File: config.mk
export PLATFORM = sky130hd
export DESIGN_NAME = rxsc_regs
export DESIGN_NICKNAME = d
export VERILOG_FILES = /design/src/rxsc_pkg.sv /design/src/rxsc_regs.sv
export VERILOG_INCLUDE_DIRS = /design/src
export SDC_FILE = /design/constraint.sdc
export NUM_CORES = 1
export LEC_CHECK = 0
export ABC_AREA = 1
export BUFFER_PORTS_ARGS = -buffer_cell sky130_fd_sc_hd__buf_2
export CAP_MARGIN = 25
export CORE_MARGIN = 10
export CORE_UTILIZATION = 30
export DETAILED_ROUTE_END_ITERATION = 6
export SETUP_SLACK_MARGIN = 0.3
export SYNTH_ARGS = -nofsm -noshare
export SYNTH_HDL_FRONTEND = slang
export SYNTH_SLANG_ARGS = --single-unit
File: constraint.sdc
create_clock -name ref_clk -period 2.3 [get_ports ref_clk]
set_input_delay 0.46 -clock ref_clk [delete_from_list [all_inputs] [get_ports ref_clk]]
set_output_delay 0.46 -clock ref_clk [all_outputs]
set_load 0.05 [all_outputs]
File: src/rxsc_params.svh
// constants of the receive status and collision register block
`ifndef RXSC_PARAMS_SVH
`define RXSC_PARAMS_SVH
`define RXSC_ADDR_STATUS 8'h0b
`define RXSC_ADDR_BITCTRL 8'h0c
`define RXSC_ADDR_COLL 8'h0d
`define RXSC_ADDR_IRQSTAT 8'h0e
`define RXSC_ADDR_IRQMASK 8'h0f
`define RXSC_ADDR_ERRFLAGS 8'h10
`define RXSC_BIT_CIPHER 5
`define RXSC_BIT_KEEP 7
`define RXSC_ALIGN_HI 6
`define RXSC_ALIGN_LO 4
`define RXSC_BIT_COLLINTEG 3
`define RXSC_STATE_UNUSED 3'h4
`define RXSC_POS_LAST 3'h7
`define RXSC_POS_STEP 3'h1
`define RXSC_COUNT_MAX 7'h7f
`define RXSC_MAX_COLL_COUNT 7'h3f
`define RXSC_ZERO2 2'h0
`define RXSC_MAX_COLL_POS 7'h3f
`define RXSC_ZERO8 8'h00
`define RXSC_ZERO3 3'h0
`define RXSC_ZERO7 7'h00
`define RXSC_ONE7 7'h01
`define RXSC_IRQ_W 3
`define RXSC_IRQ_COLL 0
`define RXSC_IRQ_INTEG 1
`define RXSC_IRQ_RXEND 2
`endif

File: src/rxsc_pkg.sv
// types of the receive status and collision register block
package rxsc_pkg;
  typedef enum logic [2:0] {
    RXSC_IDLE = 3'h0,
    RXSC_TX_WAIT = 3'h1,
    RXSC_TX = 3'h3,
    RXSC_RX_WAIT = 3'h5,
    RXSC_WAIT_DATA = 3'h6,
    RXSC_RX = 3'h7
  } rxsc_link_state_t;

  typedef struct packed {
    logic keepBits;
    logic [2:0] firstBitPos;
    logic collIntegErr;
    logic [2:0] lastBits;
  } rxsc_bitctrl_t;

  typedef struct packed {
    logic cyc;
    logic stb;
    logic we;
    logic [7:0] adr;
    logic [3:0] sel;
    logic [31:0] dat;
  } rxsc_wb_req_t;
endpackage : rxsc_pkg

File: src/rxsc_regs.sv
// receive status, bit framing and collision registers with wishbone slave
//
// The Wishbone interface to the registers was chosen for this implementation.
`timescale 1ns/100ps
`include "rxsc_params.svh"

module rxsc_regs (
  input wire logic ref_clk,
  input wire logic arst_n,
  input wire logic wb_cyc_i,
  input wire logic wb_stb_i,
  input wire logic wb_we_i,
  input wire logic [7:0] wb_adr_i,
  input wire logic [3:0] wb_sel_i,
  input wire logic [31:0] wb_dat_i,
  output logic [31:0] wb_dat_o,
  output logic wb_ack_o,
  input wire rxsc_pkg::rxsc_link_state_t linkState,
  input wire logic authOk,
  input wire logic rxStart,
  input wire logic rxEnd,
  input wire logic rxBitValid,
  input wire logic rxBitData,
  input wire logic rxBitColl,
  output logic cipherActive,
  output logic byteOriented,
  output logic storeValid,
  output logic [7:0] storeByte,
  output logic collisionDetected,
  output logic integrityError,
  output logic irq
);

  // ********************************
  // bus decode
  // ********************************
  rxsc_pkg::rxsc_wb_req_t req;
  logic access;
  logic wrEn;
  logic cipher_reg;
  rxsc_pkg::rxsc_bitctrl_t ctrl_reg;
  logic collValid_reg;
  logic [6:0] collision_position_reg;
  logic collSeen_reg;
  logic [6:0] bitCount_reg;
  logic [2:0] bitPos_reg;
  logic [7:0] shift_reg;
  logic [2:0] irqStat_reg;
  logic [2:0] irqMask_reg;
  logic collision_detected_reg;
  logic integ_reg;
  logic ack_reg;
  logic [31:0] rdata_next;
  logic [7:0] statusByte;
  logic [2:0] irqSet;
  logic bitOut;
  logic [6:0] absPos;
  logic selStatus;
  logic selCtrl;
  logic selColl;
  logic selIrqStat;
  logic selIrqMask;
  logic selErr;
  logic wrStatus;
  logic wrCtrl;
  logic wrIrqStat;
  logic wrIrqMask;
  logic collEvent;
  logic integSet;
  logic lastBit;
  logic partialEnd;
  logic inRange;
  logic lastBitsLoad;
  rxsc_pkg::rxsc_link_state_t stateCode;

  function automatic logic hit(input logic [7:0] a, input logic [7:0] b);
    hit = (a == b);
  endfunction : hit

  assign req = '{cyc: wb_cyc_i, stb: wb_stb_i, we: wb_we_i, adr: wb_adr_i,
    sel: wb_sel_i, dat: wb_dat_i};
  assign access = req.cyc && req.stb && !ack_reg;
  assign wrEn = access && req.we && req.sel[0];

  // ********************************
  // address decode
  // ********************************
  assign selStatus = hit(req.adr, `RXSC_ADDR_STATUS);
  assign selCtrl = hit(req.adr, `RXSC_ADDR_BITCTRL);
  assign selColl = hit(req.adr, `RXSC_ADDR_COLL);
  assign selIrqStat = hit(req.adr, `RXSC_ADDR_IRQSTAT);
  assign selIrqMask = hit(req.adr, `RXSC_ADDR_IRQMASK);
  assign selErr = hit(req.adr, `RXSC_ADDR_ERRFLAGS);
  assign wrStatus = wrEn && selStatus;
  assign wrCtrl = wrEn && selCtrl;
  assign wrIrqStat = wrEn && selIrqStat;
  assign wrIrqMask = wrEn && selIrqMask;

  // ********************************
  // bus answer
  // ********************************
  always_ff @(posedge ref_clk or negedge arst_n)
  begin
    if (!arst_n)
      ack_reg <= 1'b0;
    else
      ack_reg <= access;
  end

  // ********************************
  // link state
  // ********************************
  always_comb
  begin
    stateCode = linkState;
    if (linkState == `RXSC_STATE_UNUSED)
      stateCode = rxsc_pkg::RXSC_IDLE;
  end

  // ********************************
  // read data
  // ********************************
  assign statusByte = {`RXSC_ZERO2, cipher_reg, `RXSC_ZERO2, stateCode};
  always_comb
  begin
    rdata_next = 32'h0000_0000;
    if (selStatus)
      rdata_next[7:0] = statusByte;
    else if (selCtrl)
      rdata_next[7:0] = ctrl_reg;
    else if (selColl)
      rdata_next[7:0] = {collValid_reg, collision_position_reg};
    else if (selIrqStat)
      rdata_next[2:0] = irqStat_reg;
    else if (selIrqMask)
      rdata_next[2:0] = irqMask_reg;
    else if (selErr)
      rdata_next[1:0] = {collision_detected_reg, integ_reg};
    else
      rdata_next = 32'h0000_0000;
  end

  always_ff @(posedge ref_clk or negedge arst_n)
  begin
    if (!arst_n)
      wb_dat_o <= 32'h0000_0000;
    else if (access && !req.we)
      wb_dat_o <= rdata_next;
  end
  assign wb_ack_o = ack_reg;

  // ********************************
  // cipher indicator
  // ********************************
  always_ff @(posedge ref_clk or negedge arst_n)
  begin
    if (!arst_n)
      cipher_reg <= 1'b0;
    else if (authOk)
      cipher_reg <= 1'b1;
    else if (wrStatus && !req.dat[`RXSC_BIT_CIPHER])
      cipher_reg <= 1'b0;
  end
  assign cipherActive = cipher_reg;

  // ********************************
  // bit framing control
  // ********************************
  always_ff @(posedge ref_clk or negedge arst_n)
  begin
    if (!arst_n)
      ctrl_reg <= '0;
    else
    begin
      if (wrCtrl)
      begin
        ctrl_reg.keepBits <= req.dat[`RXSC_BIT_KEEP];
        ctrl_reg.firstBitPos <= req.dat[`RXSC_ALIGN_HI:`RXSC_ALIGN_LO];
        ctrl_reg.collIntegErr <= req.dat[`RXSC_BIT_COLLINTEG];
      end
      if (rxStart)
        ctrl_reg.lastBits <= `RXSC_ZERO3;
      else if (lastBitsLoad)
        ctrl_reg.lastBits <= bitPos_reg;
    end
  end
  assign byteOriented = (ctrl_reg.firstBitPos == `RXSC_ZERO3);

  // ********************************
  // event decode
  // ********************************
  assign collEvent = rxBitValid && rxBitColl;
  assign integSet = collEvent && ctrl_reg.collIntegErr;
  assign lastBit = (bitPos_reg == `RXSC_POS_LAST);
  assign partialEnd = rxEnd && (bitPos_reg != `RXSC_ZERO3);
  assign inRange = (absPos <= `RXSC_MAX_COLL_POS) &&
    (bitCount_reg <= `RXSC_MAX_COLL_COUNT);
  assign lastBitsLoad = rxEnd && !byteOriented;

  // ********************************
  // bit assembly
  // ********************************
  assign bitOut = (collSeen_reg || rxBitColl) && !ctrl_reg.keepBits ?
    1'b0 : rxBitData;

  always_ff @(posedge ref_clk or negedge arst_n)
  begin
    if (!arst_n)
      bitPos_reg <= `RXSC_ZERO3;
    else if (rxStart)
      bitPos_reg <= ctrl_reg.firstBitPos;
    else if (rxBitValid)
      bitPos_reg <= bitPos_reg + `RXSC_POS_STEP;
  end

  always_ff @(posedge ref_clk or negedge arst_n)
  begin
    if (!arst_n)
      shift_reg <= `RXSC_ZERO8;
    else if (rxStart)
      shift_reg <= `RXSC_ZERO8;
    else if (rxBitValid)
    begin
      if (lastBit)
        shift_reg <= `RXSC_ZERO8;
      else
        shift_reg[bitPos_reg] <= bitOut;
    end
  end

  always_ff @(posedge ref_clk or negedge arst_n)
  begin
    if (!arst_n)
    begin
      storeValid <= 1'b0;
      storeByte <= `RXSC_ZERO8;
    end
    else if (rxBitValid && lastBit && !rxStart)
    begin
      storeValid <= 1'b1;
      storeByte <= {bitOut, shift_reg[6:0]};
    end
    else if (partialEnd && !rxStart && !rxBitValid)
    begin
      storeValid <= 1'b1;
      storeByte <= shift_reg;
    end
    else
      storeValid <= 1'b0;
  end

  // ********************************
  // collision tracking
  // ********************************
  assign absPos = bitCount_reg + {4'h0, ctrl_reg.firstBitPos};

  always_ff @(posedge ref_clk or negedge arst_n)
  begin
    if (!arst_n)
      bitCount_reg <= `RXSC_ZERO7;
    else if (rxStart)
      bitCount_reg <= `RXSC_ZERO7;
    else if (rxBitValid && bitCount_reg != `RXSC_COUNT_MAX)
      bitCount_reg <= bitCount_reg + `RXSC_ONE7;
  end

  always_ff @(posedge ref_clk or negedge arst_n)
  begin
    if (!arst_n)
      collSeen_reg <= 1'b0;
    else if (rxStart)
      collSeen_reg <= 1'b0;
    else if (collEvent)
      collSeen_reg <= 1'b1;
  end

  always_ff @(posedge ref_clk or negedge arst_n)
  begin
    if (!arst_n)
    begin
      collValid_reg <= 1'b0;
      collision_position_reg <= `RXSC_ZERO7;
    end
    else if (rxStart)
    begin
      collValid_reg <= 1'b0;
      collision_position_reg <= `RXSC_ZERO7;
    end
    else if (collEvent && !collSeen_reg && inRange)
    begin
      collValid_reg <= 1'b1;
      collision_position_reg <= absPos;
    end
  end

  // ********************************
  // error flags
  // ********************************
  always_ff @(posedge ref_clk or negedge arst_n)
  begin
    if (!arst_n)
      collision_detected_reg <= 1'b0;
    else if (collEvent)
      collision_detected_reg <= 1'b1;
    else if (rxStart)
      collision_detected_reg <= 1'b0;
  end

  always_ff @(posedge ref_clk or negedge arst_n)
  begin
    if (!arst_n)
      integ_reg <= 1'b0;
    else if (integSet)
      integ_reg <= 1'b1;
    else if (rxStart)
      integ_reg <= 1'b0;
  end
  assign collisionDetected = collision_detected_reg;
  assign integrityError = integ_reg;

  // ********************************
  // interrupts
  // ********************************
  assign irqSet = {rxEnd, integSet, collEvent};

  generate
    for (genvar i = 0; i < `RXSC_IRQ_W; i++)
    begin : g_irq_stat
      always_ff @(posedge ref_clk or negedge arst_n)
      begin
        if (!arst_n)
          irqStat_reg[i] <= 1'b0;
        else if (irqSet[i])
          irqStat_reg[i] <= 1'b1;
        else if (wrIrqStat && req.dat[i])
          irqStat_reg[i] <= 1'b0;
      end
    end
  endgenerate

  generate
    for (genvar j = 0; j < `RXSC_IRQ_W; j++)
    begin : g_irq_mask
      always_ff @(posedge ref_clk or negedge arst_n)
      begin
        if (!arst_n)
          irqMask_reg[j] <= 1'b0;
        else if (wrIrqMask)
          irqMask_reg[j] <= req.dat[j];
      end
    end
  endgenerate

  // ********************************
  // interrupt output
  // ********************************
  assign irq = |(irqStat_reg & irqMask_reg);

endmodule : rxsc_regs

==> results.yml <==
outcome:
  outcome: "complete, no violations"
setup_path:
  crit_type: "reg -> out"
  required_ns: 1.84
  worstPathArrival_ns: 1.42
  start_kind: "flip-flop"
  crit_path_max_fanout: 3
  cp-end-kind: "primary output"
  path_cells: "buf_4 -> nor3_2 -> buf_2"
  max_stage_delay_ns: 0.38
  slowest_stage: "dfrtp_1"
routing:
  viasPerCell: 4.566
  vias: 2785
  antenna_left: 0
  routed_wl_um: 8352
  drt_iter0_drc: 155
  wire_per_inst_um: 13.69
  first_pass_iters: 4
  post-route-drc-count: 0
synth:
  synthArstFlopShare: 1.000
  yosysSeqAreaShare: 0.4535
  netlist_top_cells_count: "62 x dfrtp_1, 53 x nand2_1, 50 x inv_1"
  avgSynthCellArea_um2: 8.531
  synth_edf_count: 0
  ys_ff_latch: 62
  netlist_instances: 401
  yosys.area.top_type: "dfrtp_1"
  yosysWarnings: 0
  netlist.area_leader.share: 0.4535
  synth_ff_type: "dfrtp_1"
  ys_top_cells_by_area: "dfrtp_1 45%, buf_4 6.1%, nand3_1 5.9%, nand2_1 5.8%, inv_1 5.5%"
  synth_cell_type_count: 40
  synth_area_um2: 3421
  yosysMostFrequentCell: "dfrtp_1"
timing:
  fin_crit_sh: 0.8192
  setup_violations: 0
  fin_crit_ns: 1.884
  rsz0062_at_grt: "no"
  max_freq_mhz: 530.7
  fin_tns_setup_ns: 0
  fin_skew_ns: 0.001997
  slew_viol_final: 0
  slew_headroom: 0.6033
  hold_viol: 0
  worst_slew_pin_slew_ns: 0.5951
place:
  portBuffers: 53
  gp_congestion: 0.8765
  dpl.hpwl_um: 6466
clock_tree:
  root_buffer: "clkbuf_16"
  clockBufferDepth: 2
  cts_made_buffers: 9
  insertion_delay_ns: 0.33
  cts.sinks: 62
  cts.clk_slew.worst_paths_ns: 0.05
  cts_tree: "yes"
  htreeDepth: 3
grt:
  grt_start_max_net_pins: 26
  grt_pass1_vias: 2822
  grt_pass1_wl_um: 13640
  grt-ovfl-total: 0
  antenna_found_initial: 0
  groute.usage.overall: 0.1048
finish:
  diodes: 0
  nets: 531
  drive_above_1_share: 0.2511
  syn2layout_area_growth_pct: 20.89
  final_core_util: 0.3765
floorplan:
  die_w_um: 126.8
  pin_count: 105
  num_rows: 38
  core_area_um2: 10980
  dieArea_um2: 16070
  initial_core_util: 0.3115
  die_y_um: 126.8
pwr:
  ir_drop_mv: 0.3822
  power_w: 0.003453
  leakage_nw: 2.065
  p_per_area_nw_per_um2: 834.9
run:
  drv_cap: 0
worst_hold_path:
  worst_hold_path_type: "in -> async"
==> layout by cell type (no fill, tap or decap), types with 5 or more instances in the layout <==
cell type / instances
a21oi_1: 25
buf_2: 53
buf_4: 10
clkbuf_16: 9
conb_1: 24
dfrtp_1: 62
ha_1: 7
inv_1: 49
inv_2: 5
nand2_1: 53
nand2_2: 5
nand2_4: 5
nand3_1: 40
nor2_1: 30
nor3_1: 10
o21ai_0: 17
o21ai_2: 5
o22ai_1: 12
==> cells by family (layout without fill, tap and decap cells) <==
logic type | after synthesis | in the layout | synth area share
other | 1 | 24 | 0.001096
AND/OR/NAND/NOR | 163 | 163 | 0.2374
adder cells (fa/ha/maj) | 8 | 8 | 0.03145
XOR/XNOR | 4 | 4 | 0.01024
buffers and inverters | 88 | 134 | 0.1317
flip-flops | 62 | 62 | 0.4535
multiplexers | 4 | 4 | 0.01536
AO/OA/AOI/OAI | 71 | 71 | 0.1192
==> final cells by class <==
cell class	count	area, um^2
Fill cell	1098	6848
Sequential cell	62	1551
Multi-Input combinational cell	274	1521
Timing Repair Buffer	63	340.3
Clock buffer	13	270.3
Inverter	55	211.5
Tap cell	140	175.2
Clock inverter	3	65.06
==> per-stage QoR <==
step	setup WS [ns]	instance area [um^2]	hold WS, ns	std cells
after CTS	0.3029	4094	0.1541	606
after floorplan	0.5138	3512	0.1644	424
after global routing	0.3047	4135	0.1721	610
after detailed placement	0.3250	3759	0.4618	590
final	0.4159	4135	0.1351	610
after global placement	0.3641	3759	0.4606	590
==> worst max-delay path, delay by kind of cell (launching register included) <==
kind	cells	cell delay (ns)
buffers and inverters	2	0.48
DFF	1	0.38
and+or+nand+nor	1	0.23
==> timing repair <==
item / CTS / global route
endpoints found under the hold margin: 0 / 0
resized for setup: 0 / 3
setup buffers: 0 / 4
hold buffers: 0 / 0
setup endpoints to repair: 0 / 7
==> per-layer routing <==
| metal | wire length [um] | vias up | part of all wire | track usage |
|---|---|---|---|---|
| li1 | - | 1400 | - | - |
| met1 | 3531 | 1304 | 0.42 | 0.1218 |
| met2 | 4056 | 70 | 0.49 | 0.1662 |
| met3 | 597 | 11 | 0.071 | 0.04082 |
| met4 | 167 | 0 | 0.020 | 0.04956 |
| met5 | 0 | - | 0 | 0 |
==> final timing paths <==
| kind | slack, ns | to | start | cells past startpoint |
|---|---|---|---|---|
| min reg2reg | 0.47 | wb_dat_o[6]$_DFFE_PN0P_ | wb_dat_o[6]$_DFFE_PN0P_ | 2 |
| min | 0.14 | irqMask_reg[0]$_DFFE_PN0P_ | arst_n | 1 |
| min in group ref_clk | 0.34 | cipherActive$_DFFE_PN0P_ | authOk | 2 |
| max | 0.42 | byteOriented | ctrl_reg[4]$_DFFE_PN0P_ | 3 |
| max reg2reg | 0.45 | collision_position_reg[2]$_DFFE_PN0P_ | bitCount_reg[0]$_DFFE_PN0P_ | 11 |
| max in group asynchronous | 1.44 | shift_reg[5]$_DFFE_PN0P_ | arst_n | 2 |
==> power by group <==
group          internal, W  total (W)  switching [W]  leakage (nW)
clock              0.00103    0.00150       0.000466         0.166
combinational     0.000181   0.000711       0.000530          1.12
sequential         0.00118    0.00124      0.0000556         0.783
(Power assumes the default switching activity.)
